<file path="config.mk">
export PLATFORM = sky130hd
export DESIGN_NAME = boot_port_device_flat
export DESIGN_NICKNAME = d
export VERILOG_FILES = /design/src/inc/fsb_pkg.sv /design/src/inc/boot_link_if.sv /design/src/boot_port_device.sv /design/src/link_shifter.sv /design/src/flat_wrapper.sv
export VERILOG_INCLUDE_DIRS = /design/src /design/src/inc
export SDC_FILE = /design/constraint.sdc
export NUM_CORES = 1
export LEC_CHECK = 0
export BUFFER_PORTS_ARGS = -buffer_cell sky130_fd_sc_hd__buf_4
export CAP_MARGIN = 20
export CORE_ASPECT_RATIO = 1.2
export CORE_MARGIN = 2
export CORE_UTILIZATION = 37
export DETAILED_ROUTE_END_ITERATION = 16
export SYNTH_ARGS = -nofsm -noshare
export SYNTH_HDL_FRONTEND = slang
export SYNTH_SLANG_ARGS = --single-unit
</file>
<file path="constraint.sdc">
create_clock -name clock -period 4.65 [get_ports clock]
set_clock_uncertainty 0.05 [all_clocks]
set_input_delay 0.2325 -clock clock [delete_from_list [all_inputs] [get_ports clock]]
set_output_delay 0.2325 -clock clock [all_outputs]
set_load 0.1 [all_outputs]
</file>
<file path="src/inc/fsb_consts.svh">
// constants for the serial boot command port: command codes, status layout, timing
`ifndef FSB_CONSTS_SVH
`define FSB_CONSTS_SVH

// command codes, first byte of each transfer, except confirm and cancel
`define CMD_PAGE_READ       8'hff
`define CMD_PAGE_PROG       8'h41
`define CMD_BLOCK_ERASE     8'h20
`define CMD_ERASE_ALL       8'ha7
`define CMD_CONFIRM         8'hd0
`define CMD_CANCEL          8'hff
`define CMD_READ_STATUS     8'h70
`define CMD_CLEAR_STATUS    8'h50
`define CMD_READ_LOCK       8'h71
`define CMD_LOCK_PROG       8'h77
`define CMD_LOCK_ENABLE     8'h7a
`define CMD_LOCK_DISABLE    8'h75
`define CMD_ID_CHECK        8'hf5

// primary status byte
`define STATUS_RESET        8'h80
`define SR_READY_BIT        7
`define SR_ERASE_ERR_BIT    5
`define SR_PROG_ERR_BIT     4
`define SR_OVERWRITE_BIT    3
// secondary status byte
`define SEC_ID_VERIFIED_BIT 0
`define SEC_LOCK_DIS_BIT    1
// lock bit position in the lock status byte
`define LOCK_DATA_BIT       6

// byte numbers within a transfer, counted from 1
`define BYTE_ADDR_MID       9'd2
`define BYTE_ADDR_HIGH      9'd3
`define BYTE_CONFIRM        9'd4
`define BYTE_DATA_FIRST     9'd4
`define BYTE_LAST           9'd259
`define BYTE_ID_FIRST       9'd6
`define BYTE_ID_LAST        9'd12
`define ID_BYTES            7

// 8 Kbyte boot area = 32 pages of 256 bytes, top of the page space
`define BOOT_FIRST_PAGE     16'h0fe0

// timing
`define CLOCK_PERIOD_NS     50
`define LINK_PERIOD_NS      400
`define LINK_HALF_CYCLES    ((`LINK_PERIOD_NS / 2) / `CLOCK_PERIOD_NS)
`define STRAP_SETTLE_CYCLES 3'd3

`endif

</file>
<file path="src/inc/fsb_pkg.sv">
// types shared by both ends of the serial boot link
package fsb_pkg;

	typedef enum logic [2:0] {
		MEM_READ        = 3'b000,
		MEM_WRITE       = 3'b001,
		MEM_PROG        = 3'b010,
		MEM_ERASE_BLOCK = 3'b011,
		MEM_ERASE_ALL   = 3'b100,
		MEM_LOCK_READ   = 3'b101,
		MEM_LOCK_PROG   = 3'b110
	} mem_op_t;

	typedef enum logic [2:0] {
		DS_STRAP = 3'b000,
		DS_OFF   = 3'b001,
		DS_CMD   = 3'b010,
		DS_ARG   = 3'b011,
		DS_MEM   = 3'b100
	} dev_state_t;

	typedef enum logic [1:0] {
		HS_IDLE = 2'b00,
		HS_WAIT = 2'b01,
		HS_LOW  = 2'b10,
		HS_HIGH = 2'b11
	} host_state_t;

endpackage

</file>
<file path="src/inc/boot_link_if.sv">
// four-wire serial link between programmer and device
`timescale 1ns/1ns
interface boot_link_if;
	logic transfer_clock_in;
	logic serial_receive_in;
	logic serial_transmit_out;
	logic busy_indicator_out;

	modport device (
		input  transfer_clock_in,
		input  serial_receive_in,
		output serial_transmit_out,
		output busy_indicator_out
	);

	modport programmer (
		output transfer_clock_in,
		output serial_receive_in,
		input  serial_transmit_out,
		input  busy_indicator_out
	);
endinterface

</file>
<file path="src/boot_port_device.sv">
// device end: serial boot command interpreter in front of the flash array
// Contract
// - boot area is one 8 Kbyte erase block
// - serial mode never rewrites the boot area; code still runs erase all and lock program there
// - mode entry: cs high, enable low, mode high
// - programmer feeds 20 oscillator cycles during reset; the bench rst task holds reset low for 16 clock cycles
// - link uses clock, receive, transmit, busy only
// - programmer makes the transfer clock
// - busy low when ready, high when reception starts
// - receive bits sampled on transfer clock rise
// - transmit bits launched on transfer clock fall
// - 8-bit units, least significant bit first
// - busy high while shifting or flash working
// - programmer waits for busy low per byte
// - 7-byte ID mismatch on programmed flash rejects commands
// - before ID check only status read accepted; code also accepts the ID check command F5
// - read FF, two address bytes, data to 259
// - program 41, two address bytes, data to 259
// - erase 20+addr+D0, erase all A7+D0
// - lock read 71, address, lock in fourth byte
// - primary status resets to 80 hex
// - clear status 50 clears bits 3-5, busy low
`timescale 1ns/1ns
`include "fsb_consts.svh"
module boot_port_device
	import fsb_pkg::*;
(
	input  wire logic        clock,
	input  wire logic        resetn,
	boot_link_if.device      link,
	input  wire logic        chip_select_strap,
	input  wire logic        program_enable_strap,
	input  wire logic        processor_mode_strap,
	input  wire logic        mem_ack,
	input  wire logic [7:0]  mem_rdata,
	input  wire logic        mem_lock,
	input  wire logic        mem_fail,
	input  wire logic        mem_overwrite,
	input  wire logic        mem_blank,
	input  wire logic [55:0] stored_id,
	output logic             serial_mode,
	output logic             mem_req,
	output mem_op_t          mem_op,
	output logic [15:0]      mem_page,
	output logic [7:0]       mem_index,
	output logic [7:0]       mem_wdata,
	output logic             mem_unlock_all
);
	dev_state_t  state, next_state;
	logic [2:0]  strap_s1, strap_s2;
	logic [2:0]  settle, next_settle;
	logic        next_serial_mode;
	logic        busy, next_busy;
	logic [7:0]  cmd, next_cmd;
	logic [8:0]  idx, next_idx;
	logic [8:0]  byte_no;
	logic [7:0]  addr_mid, next_addr_mid;
	logic [7:0]  addr_high, next_addr_high;
	logic [7:0]  status, next_status;
	logic        id_verified, next_id_verified;
	logic        id_match, next_id_match;
	logic        lock_disable, next_lock_disable;
	logic        next_mem_req;
	mem_op_t     next_mem_op;
	logic [15:0] next_mem_page;
	logic [7:0]  next_mem_index, next_mem_wdata;
	logic        tx_load, next_tx_load;
	logic [7:0]  tx_data, next_tx_data;
	logic        sh_start, sh_done;
	logic [7:0]  sh_rx;
	logic        txd;
	logic [15:0] page;
	logic        in_boot, id_ok;
	logic [7:0]  secondary;
	logic [7:0]  id_expect;

	link_shifter u_shifter (
		.clock    (clock),
		.resetn   (resetn),
		.sclk_pin (link.transfer_clock_in),
		.rxd_pin  (link.serial_receive_in),
		.tx_load  (tx_load),
		.tx_data  (tx_data),
		.txd      (txd),
		.start    (sh_start),
		.done     (sh_done),
		.rx_byte  (sh_rx)
	);

	// only four link wires exist
	assign link.serial_transmit_out = txd;
	assign link.busy_indicator_out  = busy;

	// straps are pins: two stages before anything reads them
	always_ff @(posedge clock or negedge resetn) begin
		if (!resetn) begin
			strap_s1 <= 3'b000;
			strap_s2 <= 3'b000;
		end else begin
			strap_s1 <= {processor_mode_strap, program_enable_strap, chip_select_strap};
			strap_s2 <= strap_s1;
		end
	end

	assign byte_no   = idx + 9'd1;
	assign page      = {addr_high, addr_mid};
	assign in_boot   = page >= `BOOT_FIRST_PAGE;
	assign id_ok     = mem_blank | id_verified;
	assign secondary = {6'h00, lock_disable, id_verified};
	// id byte n of the transfer is compared with stored byte n-6
	assign id_expect = stored_id[8 * (byte_no - `BYTE_ID_FIRST) +: 8];

	// command sequencing
	always_comb begin
		next_state        = state;
		next_settle       = settle;
		next_serial_mode  = serial_mode;
		next_busy         = busy;
		next_cmd          = cmd;
		next_idx          = idx;
		next_addr_mid     = addr_mid;
		next_addr_high    = addr_high;
		next_status       = status;
		next_id_verified  = id_verified;
		next_id_match     = id_match;
		next_lock_disable = lock_disable;
		next_mem_req      = mem_req;
		next_mem_op       = mem_op;
		next_mem_page     = mem_page;
		next_mem_index    = mem_index;
		next_mem_wdata    = mem_wdata;
		next_tx_load      = 1'b0;
		next_tx_data      = tx_data;
		case (state)
			DS_STRAP: begin
				// wait for the strap synchronisers to fill after release
				if (settle == `STRAP_SETTLE_CYCLES) begin
					next_serial_mode = strap_s2[0] & ~strap_s2[1] & strap_s2[2];
					next_state       = next_serial_mode ? DS_CMD : DS_OFF;
					next_busy        = ~next_serial_mode;
				end else begin
					next_settle = settle + 3'd1;
				end
			end
			DS_CMD: begin
				if (sh_start) begin
					next_busy = 1'b1;
				end
				if (sh_done) begin
					next_busy = 1'b0;
					next_cmd  = sh_rx;
					next_idx  = 9'd1;
					if (!id_ok && sh_rx != `CMD_READ_STATUS && sh_rx != `CMD_ID_CHECK) begin
						next_state = DS_CMD;
					end else begin
						case (sh_rx)
							`CMD_READ_STATUS: begin
								next_state   = DS_ARG;
								next_tx_load = 1'b1;
								next_tx_data = status;
							end
							`CMD_CLEAR_STATUS: begin
								next_status[`SR_ERASE_ERR_BIT] = 1'b0;
								next_status[`SR_PROG_ERR_BIT]  = 1'b0;
								next_status[`SR_OVERWRITE_BIT] = 1'b0;
							end
							`CMD_LOCK_ENABLE: next_lock_disable = 1'b0;
							`CMD_LOCK_DISABLE: next_lock_disable = 1'b1;
							`CMD_ID_CHECK: begin
								next_state    = DS_ARG;
								next_id_match = 1'b1;
							end
							`CMD_PAGE_READ, `CMD_PAGE_PROG, `CMD_BLOCK_ERASE,
							`CMD_ERASE_ALL, `CMD_READ_LOCK, `CMD_LOCK_PROG: begin
								next_state = DS_ARG;
							end
							default: next_state = DS_CMD;
						endcase
					end
				end
			end
			DS_ARG: begin
				if (sh_start) begin
					next_busy = 1'b1;
				end
				if (sh_done) begin
					next_busy = 1'b0;
					next_idx  = byte_no;
					if (byte_no == `BYTE_ADDR_MID) begin
						next_addr_mid = sh_rx;
					end
					if (byte_no == `BYTE_ADDR_HIGH) begin
						next_addr_high = sh_rx;
					end
					case (cmd)
						`CMD_READ_STATUS: begin
							if (byte_no == 9'd2) begin
								next_tx_load = 1'b1;
								next_tx_data = secondary;
							end else begin
								next_state = DS_CMD;
							end
						end
						`CMD_PAGE_READ: begin
							if (byte_no >= `BYTE_ADDR_HIGH && byte_no < `BYTE_LAST) begin
								next_busy      = 1'b1;
								next_state     = DS_MEM;
								next_mem_req   = 1'b1;
								next_mem_op    = MEM_READ;
								next_mem_page  = {(byte_no == `BYTE_ADDR_HIGH) ? sh_rx : addr_high,
									addr_mid};
								next_mem_index = 8'(byte_no - `BYTE_ADDR_HIGH);
							end else if (byte_no >= `BYTE_LAST) begin
								next_state = DS_CMD;
							end
						end
						`CMD_PAGE_PROG: begin
							if (byte_no >= `BYTE_DATA_FIRST) begin
								next_busy      = 1'b1;
								next_state     = DS_MEM;
								next_mem_req   = 1'b1;
								next_mem_op    = MEM_WRITE;
								next_mem_page  = page;
								next_mem_index = 8'(byte_no - `BYTE_DATA_FIRST);
								next_mem_wdata = sh_rx;
							end
						end
						`CMD_READ_LOCK: begin
							if (byte_no == `BYTE_ADDR_HIGH) begin
								next_busy     = 1'b1;
								next_state    = DS_MEM;
								next_mem_req  = 1'b1;
								next_mem_op   = MEM_LOCK_READ;
								next_mem_page = {sh_rx, addr_mid};
							end else if (byte_no > `BYTE_ADDR_HIGH) begin
								next_state = DS_CMD;
							end
						end
						`CMD_BLOCK_ERASE, `CMD_LOCK_PROG, `CMD_ERASE_ALL: begin
							if ((cmd == `CMD_ERASE_ALL) ? (byte_no == 9'd2)
								: (byte_no == `BYTE_CONFIRM)) begin
								next_state = DS_CMD;
								if (sh_rx == `CMD_CONFIRM) begin
									if (cmd == `CMD_BLOCK_ERASE && in_boot) begin
										next_status[`SR_ERASE_ERR_BIT] = 1'b1;
									end else begin
										next_busy     = 1'b1;
										next_state    = DS_MEM;
										next_mem_req  = 1'b1;
										next_mem_page = page;
										next_status[`SR_READY_BIT] = 1'b0;
										case (cmd)
											`CMD_BLOCK_ERASE: next_mem_op = MEM_ERASE_BLOCK;
											`CMD_ERASE_ALL: next_mem_op = MEM_ERASE_ALL;
											default: next_mem_op = MEM_LOCK_PROG;
										endcase
									end
								end else if (sh_rx != `CMD_CANCEL) begin
									// wrong confirm byte: command sequence error
									next_status[`SR_ERASE_ERR_BIT] = 1'b1;
									next_status[`SR_PROG_ERR_BIT]  = 1'b1;
								end
							end
						end
						`CMD_ID_CHECK: begin
							if (byte_no >= `BYTE_ID_FIRST && sh_rx != id_expect) begin
								next_id_match = 1'b0;
							end
							if (byte_no == `BYTE_ID_LAST) begin
								next_id_verified = id_match && sh_rx == id_expect;
								next_state       = DS_CMD;
							end
						end
						default: next_state = DS_CMD;
					endcase
				end
			end
			DS_MEM: begin
				if (mem_ack) begin
					next_mem_req = 1'b0;
					next_busy    = 1'b0;
					next_state   = DS_ARG;
					case (mem_op)
						MEM_READ: begin
							next_tx_load = 1'b1;
							next_tx_data = mem_rdata;
						end
						MEM_LOCK_READ: begin
							next_tx_load = 1'b1;
							next_tx_data = 8'h00;
							next_tx_data[`LOCK_DATA_BIT] = mem_lock;
						end
						MEM_WRITE: begin
							if (idx >= `BYTE_LAST) begin
								next_state = DS_CMD;
								if (in_boot) begin
									next_status[`SR_PROG_ERR_BIT] = 1'b1;
								end else begin
									// page buffer full: chain straight into the program
									next_busy    = 1'b1;
									next_state   = DS_MEM;
									next_mem_req = 1'b1;
									next_mem_op  = MEM_PROG;
									next_status[`SR_READY_BIT] = 1'b0;
								end
							end
						end
						default: begin
							next_state = DS_CMD;
							next_status[`SR_READY_BIT] = 1'b1;
							if (mem_fail && (mem_op == MEM_ERASE_BLOCK || mem_op == MEM_ERASE_ALL)) begin
								next_status[`SR_ERASE_ERR_BIT] = 1'b1;
							end
							if (mem_fail && (mem_op == MEM_PROG || mem_op == MEM_LOCK_PROG)) begin
								next_status[`SR_PROG_ERR_BIT] = 1'b1;
							end
							if (mem_overwrite && mem_op == MEM_PROG) begin
								next_status[`SR_OVERWRITE_BIT] = 1'b1;
							end
						end
					endcase
				end
			end
			default: next_state = DS_OFF;
		endcase
	end

	// reset returns sequencing to the strap check before any command byte
	always_ff @(posedge clock or negedge resetn) begin
		if (!resetn) begin
			state        <= DS_STRAP;
			settle       <= 3'd0;
			serial_mode  <= 1'b0;
			busy         <= 1'b1;
			cmd          <= 8'h00;
			idx          <= 9'd0;
			addr_mid     <= 8'h00;
			addr_high    <= 8'h00;
			status       <= `STATUS_RESET;
			id_verified  <= 1'b0;
			id_match     <= 1'b0;
			lock_disable <= 1'b0;
			mem_req      <= 1'b0;
			mem_op       <= MEM_READ;
			mem_page     <= 16'h0000;
			mem_index    <= 8'h00;
			mem_wdata    <= 8'h00;
			tx_load      <= 1'b0;
			tx_data      <= 8'hff;
		end else begin
			state        <= next_state;
			settle       <= next_settle;
			serial_mode  <= next_serial_mode;
			busy         <= next_busy;
			cmd          <= next_cmd;
			idx          <= next_idx;
			addr_mid     <= next_addr_mid;
			addr_high    <= next_addr_high;
			status       <= next_status;
			id_verified  <= next_id_verified;
			id_match     <= next_id_match;
			lock_disable <= next_lock_disable;
			mem_req      <= next_mem_req;
			mem_op       <= next_mem_op;
			mem_page     <= next_mem_page;
			mem_index    <= next_mem_index;
			mem_wdata    <= next_mem_wdata;
			tx_load      <= next_tx_load;
			tx_data      <= next_tx_data;
		end
	end

	// lock override follows the last lock enable or disable command
	assign mem_unlock_all = lock_disable;
endmodule

</file>
<file path="src/link_shifter.sv">
// byte shifter on the sampled transfer clock, with pin synchronisers
`timescale 1ns/1ns
module link_shifter (
	input  wire logic       clock,
	input  wire logic       resetn,
	input  wire logic       sclk_pin,
	input  wire logic       rxd_pin,
	input  wire logic       tx_load,
	input  wire logic [7:0] tx_data,
	output logic            txd,
	output logic            start,
	output logic            done,
	output logic [7:0]      rx_byte
);
	logic       sclk_s1, sclk_s2, sclk_s3;
	logic       rxd_s1, rxd_s2;
	logic [3:0] bit_cnt, next_bit_cnt;
	logic [7:0] rx_sh, next_rx_sh;
	logic [7:0] tx_sh, next_tx_sh;
	logic       next_txd, next_start, next_done;
	logic [7:0] next_rx_byte;
	logic       rise, fall;

	// rxd passes the same two stages as the clock so the two stay aligned
	always_ff @(posedge clock or negedge resetn) begin
		if (!resetn) begin
			sclk_s1 <= 1'b1;
			sclk_s2 <= 1'b1;
			sclk_s3 <= 1'b1;
			rxd_s1  <= 1'b1;
			rxd_s2  <= 1'b1;
		end else begin
			sclk_s1 <= sclk_pin;
			sclk_s2 <= sclk_s1;
			sclk_s3 <= sclk_s2;
			rxd_s1  <= rxd_pin;
			rxd_s2  <= rxd_s1;
		end
	end

	assign rise = sclk_s2 & ~sclk_s3;
	assign fall = ~sclk_s2 & sclk_s3;

	// shift logic, lsb first in both directions
	always_comb begin
		next_bit_cnt = bit_cnt;
		next_rx_sh   = rx_sh;
		next_tx_sh   = tx_sh;
		next_txd     = txd;
		next_start   = 1'b0;
		next_done    = 1'b0;
		next_rx_byte = rx_byte;
		if (fall) begin
			next_txd   = tx_sh[0];
			next_tx_sh = {1'b1, tx_sh[7:1]};
			if (bit_cnt == 4'd0) begin
				next_start = 1'b1;
			end
		end
		if (rise) begin
			next_rx_sh = {rxd_s2, rx_sh[7:1]};
			if (bit_cnt == 4'd7) begin
				next_done    = 1'b1;
				next_rx_byte = {rxd_s2, rx_sh[7:1]};
				next_bit_cnt = 4'd0;
				next_tx_sh   = 8'hff; // idle fill when nothing is loaded
			end else begin
				next_bit_cnt = bit_cnt + 4'd1;
			end
		end
		if (tx_load) begin
			next_tx_sh = tx_data;
		end
	end

	always_ff @(posedge clock or negedge resetn) begin
		if (!resetn) begin
			bit_cnt <= 4'd0;
			rx_sh   <= 8'h00;
			tx_sh   <= 8'hff;
			txd     <= 1'b1;
			start   <= 1'b0;
			done    <= 1'b0;
			rx_byte <= 8'h00;
		end else begin
			bit_cnt <= next_bit_cnt;
			rx_sh   <= next_rx_sh;
			tx_sh   <= next_tx_sh;
			txd     <= next_txd;
			start   <= next_start;
			done    <= next_done;
			rx_byte <= next_rx_byte;
		end
	end
endmodule

</file>
<file path="src/flat_wrapper.sv">
// flat-port wrapper written by rule: the top's interface ports become plain ports
module boot_port_device_flat import fsb_pkg::*;
  (clock, resetn, chip_select_strap, program_enable_strap, processor_mode_strap, mem_ack, mem_rdata, mem_lock, mem_fail, mem_overwrite, mem_blank, stored_id, serial_mode, mem_req, mem_op, mem_page, mem_index, mem_wdata, mem_unlock_all, link_transfer_clock_in, link_serial_receive_in, link_serial_transmit_out, link_busy_indicator_out);
  boot_link_if link_i ();
  input  wire logic clock;
  input  wire logic resetn;
  input  wire logic chip_select_strap;
  input  wire logic program_enable_strap;
  input  wire logic processor_mode_strap;
  input  wire logic mem_ack;
  input  wire logic [7:0] mem_rdata;
  input  wire logic mem_lock;
  input  wire logic mem_fail;
  input  wire logic mem_overwrite;
  input  wire logic mem_blank;
  input  wire logic [55:0] stored_id;
  output logic serial_mode;
  output logic mem_req;
  output mem_op_t mem_op;
  output logic [15:0] mem_page;
  output logic [7:0] mem_index;
  output logic [7:0] mem_wdata;
  output logic mem_unlock_all;
  input wire logic [$bits(link_i.transfer_clock_in)-1:0] link_transfer_clock_in;
  input wire logic [$bits(link_i.serial_receive_in)-1:0] link_serial_receive_in;
  output wire logic [$bits(link_i.serial_transmit_out)-1:0] link_serial_transmit_out;
  output wire logic [$bits(link_i.busy_indicator_out)-1:0] link_busy_indicator_out;
  assign link_i.transfer_clock_in = link_transfer_clock_in;
  assign link_i.serial_receive_in = link_serial_receive_in;
  assign link_serial_transmit_out = link_i.serial_transmit_out;
  assign link_busy_indicator_out = link_i.busy_indicator_out;
  boot_port_device u_core (.clock(clock), .resetn(resetn), .link(link_i), .chip_select_strap(chip_select_strap), .program_enable_strap(program_enable_strap), .processor_mode_strap(processor_mode_strap), .mem_ack(mem_ack), .mem_rdata(mem_rdata), .mem_lock(mem_lock), .mem_fail(mem_fail), .mem_overwrite(mem_overwrite), .mem_blank(mem_blank), .stored_id(stored_id), .serial_mode(serial_mode), .mem_req(mem_req), .mem_op(mem_op), .mem_page(mem_page), .mem_index(mem_index), .mem_wdata(mem_wdata), .mem_unlock_all(mem_unlock_all));
endmodule
</file>
# After elaboration in Yosys (flattened, before gate mapping)
# Cells that the tools add are included.
classes:
  n_reduce_logical: 50
  order_cmp: 8
  n_bitwise: 11
  eq_ne: 90
  shifts: 1
  add_sub_neg: 6
  mux: 142
op_table:
  columns: ["operator", "n"]
  rows:
  - ["$mux 8", 14]
  - ["$mux 16", 6]
  - ["$mux 3", 32]
  - ["$eq 8x7->1 const B", 11]
  - ["$pmux 16 s4", 1]
  - ["$mux 1", 58]
  - ["$eq 8x8->1 const B", 7]
  - ["$shiftx 56x33->8", 1]
  - ["$ne 2x2->1 const B", 17]
  - ["$pmux 8 s2", 2]
  - ["$ne 3x2->1 const B", 10]
  - ["$ne 2x1->1 const B", 14]
  - ["$pmux 3 s2", 4]
  - ["$pmux 3 s4", 2]
  - ["$pmux 8 s3", 1]
  - ["$reduce_and 10->1", 2]
  - ["$eq 9x2->1 const B", 2]
  - ["$ge 9x3->1 const B", 2]
  - ["$ge 9x9->1 const B", 2]
  - ["$mux 9", 2]
  - ["$pmux 3 s6", 1]
  - ["$pmux 9 s2", 1]
  - ["$reduce_and 9->1", 2]
  - ["$eq 8x6->1 const B", 2]
  - ["other kinds (53)", 112]
totals:
  in_bits: 76
  register_bits: 135

# Longest topological paths before layout
depth:
  word_depth: 9
  ltp_mapped: 15

# Hierarchy
# From an unflattened synthesis, not the netlist that was laid out.
unflattened:
  cells_unflattened: 725
  hier_area_um2: 7820.0
by_module_without_submodules:
  columns: ["mod", "n_inst", "cells_each", "seq_area_each_um2", "area_each_um2"]
  rows:
  - ["boot_port_device", 1, 624, 2489.9, 6362.4]
  - ["link_shifter", 1, 101, 893.4, 1457.6]

# Least setup slack after synthesis
# No wires, ideal clock.
synth_path:
  path_type: "register to register"
  from: "reg u_core.idx[0]"
  to: "reg u_core.id_verified"
  path_slack_ns: 1.082
  required_ns: 4.535
  path_stages_with_launch: 15
  t_arrival_ns: 3.454
  path_buffers: 3
  setup_ns: 0.065
  path_cell_list: "dfrtp_1 > buf_4 > inv_1 > ha_1 > clkinv_1 > ha_1 > clkbuf_1 > buf_1 > mux4_2 > o21ai_0 > o22ai_1 > nor4_1 > a21oi_1 > nor3_1 > mux2_2"
synth_between:
  elab_chain_cells: 5
synth_lines:
  columns: ["element", "line", "source"]
  rows:
  - ["start, declared", "boot_port_device.sv:55", "logic [8:0] idx, next_idx;"]
  - ["start signal, assigned", "boot_port_device.sv:356", "idx <= next_idx;"]
  - ["$add 9x1->9 (*)", "boot_port_device.sv:105", "assign byte_no = idx + 9'd1;"]
  - ["$sub 9x3->10 (no source line)", null, null]
  - ["$shiftx 56x33->8", "boot_port_device.sv:111", "assign id_expect = stored_id[8 * (byte_no - `BYTE_ID_FIRST) +: 8];"]
  - ["$eq 8x8->1", "boot_port_device.sv:270", "next_id_verified = id_match && sh_rx == id_expect;"]
  - ["$logic_and 1x1->1", "boot_port_device.sv:270", null]
  - ["end signal, assigned", "boot_port_device.sv:360", "id_verified <= next_id_verified;"]
  - ["end, declared", "boot_port_device.sv:60", "logic id_verified, next_id_verified;"]
# Mark *: on every way between the ends. The rest lies on a longest branch, timed or not.
# A chain may end at the register's enable or synchronous reset.

# Worst setup path after layout
layout_path:
  from: "reg u_core.idx[1]"
  to: "reg u_core.id_verified"
# Same word-level chain as after synthesis.

==> impl_results.md <==
* Biggest regs: u_core.mem_page x16, u_core.idx x9
* XOR/XNOR share of the synthesized area at 2.35%
* Critical-path cell with the highest stage delay: sky130_fd_sc_hd__ha_1
* Initial core utilization at 37.9%
* Main combinational cell family by area after synthesis: simple AND/OR/NAND/NOR gates
* Number of core rows at 56
* Critical Path Start Type: flip-flop
* # nets final at 940
* Worst Tran Pin Value at 917 ps
* Routed via count at 6036
* Post-synthesis average cell area at 9.96 µm²
* Detail-routed net length per standard cell at 17.3 µm
* Die Footprint at 0.0213 mm²
* Clock transition at the registers of the reported paths at 60 ps
* Type of element capturing the critical path: flip-flop
* Top area cells in the synthesized netlist: sky130_fd_sc_hd__dfrtp_1 37%, sky130_fd_sc_hd__dfstp_2 8.4%, sky130_fd_sc_hd__mux2_2 8.0%
* Count of routing violations after the opening detailed-route iteration at 358
* End of the worst hold path: u_core.tx_data[2]
* Outcome: finished, final reports clean
* DR vias/cell at 5.37
* Type of the most critical hold path: input port to flip-flop
* Number of endpoints with negative hold slack in the final report at 0
* Share of synthesized cell area in and, or, nand and nor gates at 17.9%
* Worst reg-to-reg setup slack at 670 ps
* Maximum capacitance violations at 0
* Post-detailed-routing wire length at 19500 µm
* Worst slew slack as a fraction of its limit at 38.8%
* Buffer depth of the longest clock path at 2
* Die outline height at 160 µm
* Unrepaired setup endpoints after global routing: no
* Max FFs per register at 16
* Synthesis warning total at 0
* Total routing resource utilization after global routing at 18.9%
* Largest vdd supply drop at 0.263 mV
* Synthesis-stage register bit count at 134
* Final number of max-transition violations at 0
* Portion of synthesized cell area occupied by the leading cell type at 36.9%
* # diodes at 0
* FF-to-FF path depth at 11
* Final period util at 85.6%
* Area leader, netlist: sky130_fd_sc_hd__dfrtp_1
* Worst stage delay on the critical path at 660 ps
* Gate family responsible for the most delay along the worst path: adder cells
* CTS tree: built
* Ratio of cells with drive above 1 in the final layout at 29.7%
* Hold Path Origin: mem_rdata[2]
* Share of synthesized area spent on multiplexers at 13.5%
* Largest driver fanout on the critical path at 18
* Seq/Total Area, Yosys at 45.3%
* Adder-cell area share of the yosys netlist at 2.35%
* Area of combinational cells with multiple inputs at 0.00380 mm²
* Remaining global-route overflow at 0
* Count of buffering cells on the critical path with inverters included at 0
* Register with the most flip-flops: u_core.mem_page
* Number of levels the H-tree was split into at 4
* Number of search-and-repair iterations in the first detailed-routing pass at 5
* Combined flip-flop and latch cell area at 0.00338 mm²
* Category of the critical setup timing path: flip-flop to flip-flop
* Worst R2R Start: u_core.idx[1]
* Worst hold path depth at 3
* Total power density per cell area at 361 mW/mm²
* Static power due to leakage at 0.00418 µW
* Number of enable-type register cells in the synthesized netlist at 0
* Data arrival at the endpoint of the critical path at 4290 ps
* Most frequently used flop master after synthesis: sky130_fd_sc_hd__dfrtp_1
* Compound-gate portion of the synthesized area at 14.8%
* Cell-by-cell trace of the critical path: ha_1 -> xor2_1 -> ha_1 -> mux2_2 -> a221oi_1 -> o21bai_1 -> nor2_1 -> nor4_1 -> a21oi_1 -> nor3_1 -> mux2_2
* Area inside the core boundary at 0.0197 mm²
* Post-Syn Instances at 749
* Maximum number of pins on one net before global-route repair at 102
* Endpoint of the worst-slack reg-to-reg timing path: u_core.id_verified
* Worst path required time at 4950 ps
* Tightest hold margin at 17.1 ps
* Synth async-reset ratio at 100%
* Sum Neg Setup Slack at 0 ps
* Antenna violations before repair at 0
* Clock Sink Count at 134
* Cell area after synthesis at 0.00746 mm²
* Antenna-violating nets left at 0
* Number of distinct standard cells referenced by the synthesized netlist at 79
* Library cell with the highest instance count after synthesis: sky130_fd_sc_hd__dfrtp_1
* Number of setup violations in the final report at 0
* Net Count, Synth at 839
* Count of fill cells added during filler insertion at 1855
* Routability cong. at 0.875
* Sum of net half-perimeters after detailed placement at 14200 µm
* Clock buffer count from CTS at 17
* Io pins at 116
* Die X-Extent at 134 µm
* Post-CTS repair timing setup buffer count at 0
* Achievable frequency at 251 MHz
* Port Buffer Count at 115
* Buffer cell driving the clock tree root: sky130_fd_sc_hd__clkbuf_16
* Post-synth top cells: 110 x sky130_fd_sc_hd__dfrtp_1, 108 x sky130_fd_sc_hd__nand2_1, 53 x sky130_fd_sc_hd__mux2_2, 51 x sky130_fd_sc_hd__nor2_1, 36 x sky130_fd_sc_hd__a21oi_1
* DRC violation count after routing at 0
* Source-to-sink clock delay at the later pin of the worst-skew pair at 420 ps
* Layout overhead on the synthesized area at 23.8%
* Via count of the first global-routing pass at 6055
* Clock period minus worst slack at 3980 ps
* Wire length of the first global-routing pass at 32000 µm
==> timing repair <==
item | in CTS | in global routing
gates resized for setup | 0 | 0
hold buffers | 7 | 0
endpoints found under the hold margin | 83 | 0
==> worst max path at each step <==
stage          depth (start not counted)  slack [ps]     startpoint                  to
6_report                              11         670  u_core.idx[1]  u_core.id_verified
3_3_place_gp                          11         810  u_core.idx[1]  u_core.id_verified
4_1_cts                               11         700  u_core.idx[1]  u_core.id_verified
2_1_floorplan                         14        1080  u_core.idx[0]  u_core.id_verified
3_5_place_dp                          11         740  u_core.idx[1]  u_core.id_verified
5_1_grt                               11         380  u_core.idx[1]  u_core.id_verified
==> cells by family after synthesis <==
kind of cell,count (synthesis)
flip-flops,134
AND/OR/NAND/NOR,269
buffers and inverters,65
multiplexers,83
AO/OA/AOI/OAI,164
adder cells (fa/ha/maj),14
XOR/XNOR,20
==> routing by layer <==
layer | vias to the layer above | GRT usage, % | part of all wire (%) | wire length [µm]
li1 | 2919 | - | - | -
met1 | 2979 | 23.7 | 43 | 8380
met2 | 103 | 32.9 | 52 | 10200
met3 | 35 | 3.15 | 2.5 | 494
met4 | 0 | 6.53 | 2.2 | 432
met5 | - | 0 | 0 | 0
==> final cells by class <==
cell class                      count  area share [%]
Timing Repair Buffer              129            10.7
Clock inverter                     11            2.14
Sequential cell                   134            36.6
Tap cell                          261            3.54
Multi-Input combinational cell    550            41.2
Inverter                           18           0.731
Clock buffer                       21            5.09
==> tightest hold or removal path: stages <==
cell                        delay, ps
sky130_fd_sc_hd__buf_4            110
sky130_fd_sc_hd__o2111ai_1         60
sky130_fd_sc_hd__o21ai_0           80
==> through the flow <==
step	cell area [µm²]	cells	power (µW)	util, %	setup slack, ps
detailed placement	8500	1085	1840	43.2	741
global route	9240	1124	3480	46.9	377
floorplan	7460	749	1660	-	1080
CTS	9240	1124	3360	46.9	701
global placement	8500	1085	1830	43.2	813
finish	9240	1124	3330	46.9	668
==> placed cells by master, fill, tap and decap left out, types with 4 or more instances in the layout <==
| cell | n |
|---|---|
| sky130_fd_sc_hd__a21o_1 | 7 |
| sky130_fd_sc_hd__o21ai_0 | 30 |
| sky130_fd_sc_hd__nand3_1 | 17 |
| sky130_fd_sc_hd__mux2_1 | 9 |
| sky130_fd_sc_hd__nor4_1 | 10 |
| sky130_fd_sc_hd__buf_4 | 121 |
| sky130_fd_sc_hd__o31ai_1 | 4 |
| sky130_fd_sc_hd__xor2_1 | 6 |
| sky130_fd_sc_hd__nand4_1 | 11 |
| sky130_fd_sc_hd__o22ai_1 | 13 |
| sky130_fd_sc_hd__o21bai_1 | 8 |
| sky130_fd_sc_hd__inv_1 | 15 |
| sky130_fd_sc_hd__or3_1 | 5 |
| sky130_fd_sc_hd__dfstp_2 | 24 |
| sky130_fd_sc_hd__and2_1 | 6 |
| sky130_fd_sc_hd__a22o_1 | 7 |
| sky130_fd_sc_hd__and3_1 | 6 |
| sky130_fd_sc_hd__nand2_1 | 108 |
| sky130_fd_sc_hd__dlygate4sd3_1 | 7 |
| sky130_fd_sc_hd__o211ai_1 | 7 |
| sky130_fd_sc_hd__nor2_1 | 51 |
| sky130_fd_sc_hd__a221oi_1 | 8 |
| sky130_fd_sc_hd__xnor2_1 | 14 |
| sky130_fd_sc_hd__nor2b_1 | 9 |
| sky130_fd_sc_hd__nand2b_1 | 4 |
| sky130_fd_sc_hd__bufinv_16 | 5 |
| sky130_fd_sc_hd__a31oi_1 | 12 |
| sky130_fd_sc_hd__mux4_2 | 8 |
| sky130_fd_sc_hd__clkinv_4 | 4 |
| sky130_fd_sc_hd__dfrtp_1 | 110 |
| sky130_fd_sc_hd__mux2i_1 | 13 |
| sky130_fd_sc_hd__mux2_2 | 53 |
| sky130_fd_sc_hd__clkbuf_16 | 17 |
| sky130_fd_sc_hd__a21oi_1 | 36 |
| sky130_fd_sc_hd__ha_1 | 14 |
| sky130_fd_sc_hd__nor3_1 | 16 |
==> power breakdown <==
group / total [µW] / internal (µW) / switching [µW]
logic: 391 / 186 / 205
registers: 1430 / 1270 / 157
clock network: 1520 / 997 / 518
Note: power is estimated with default switching activity, not from simulation.
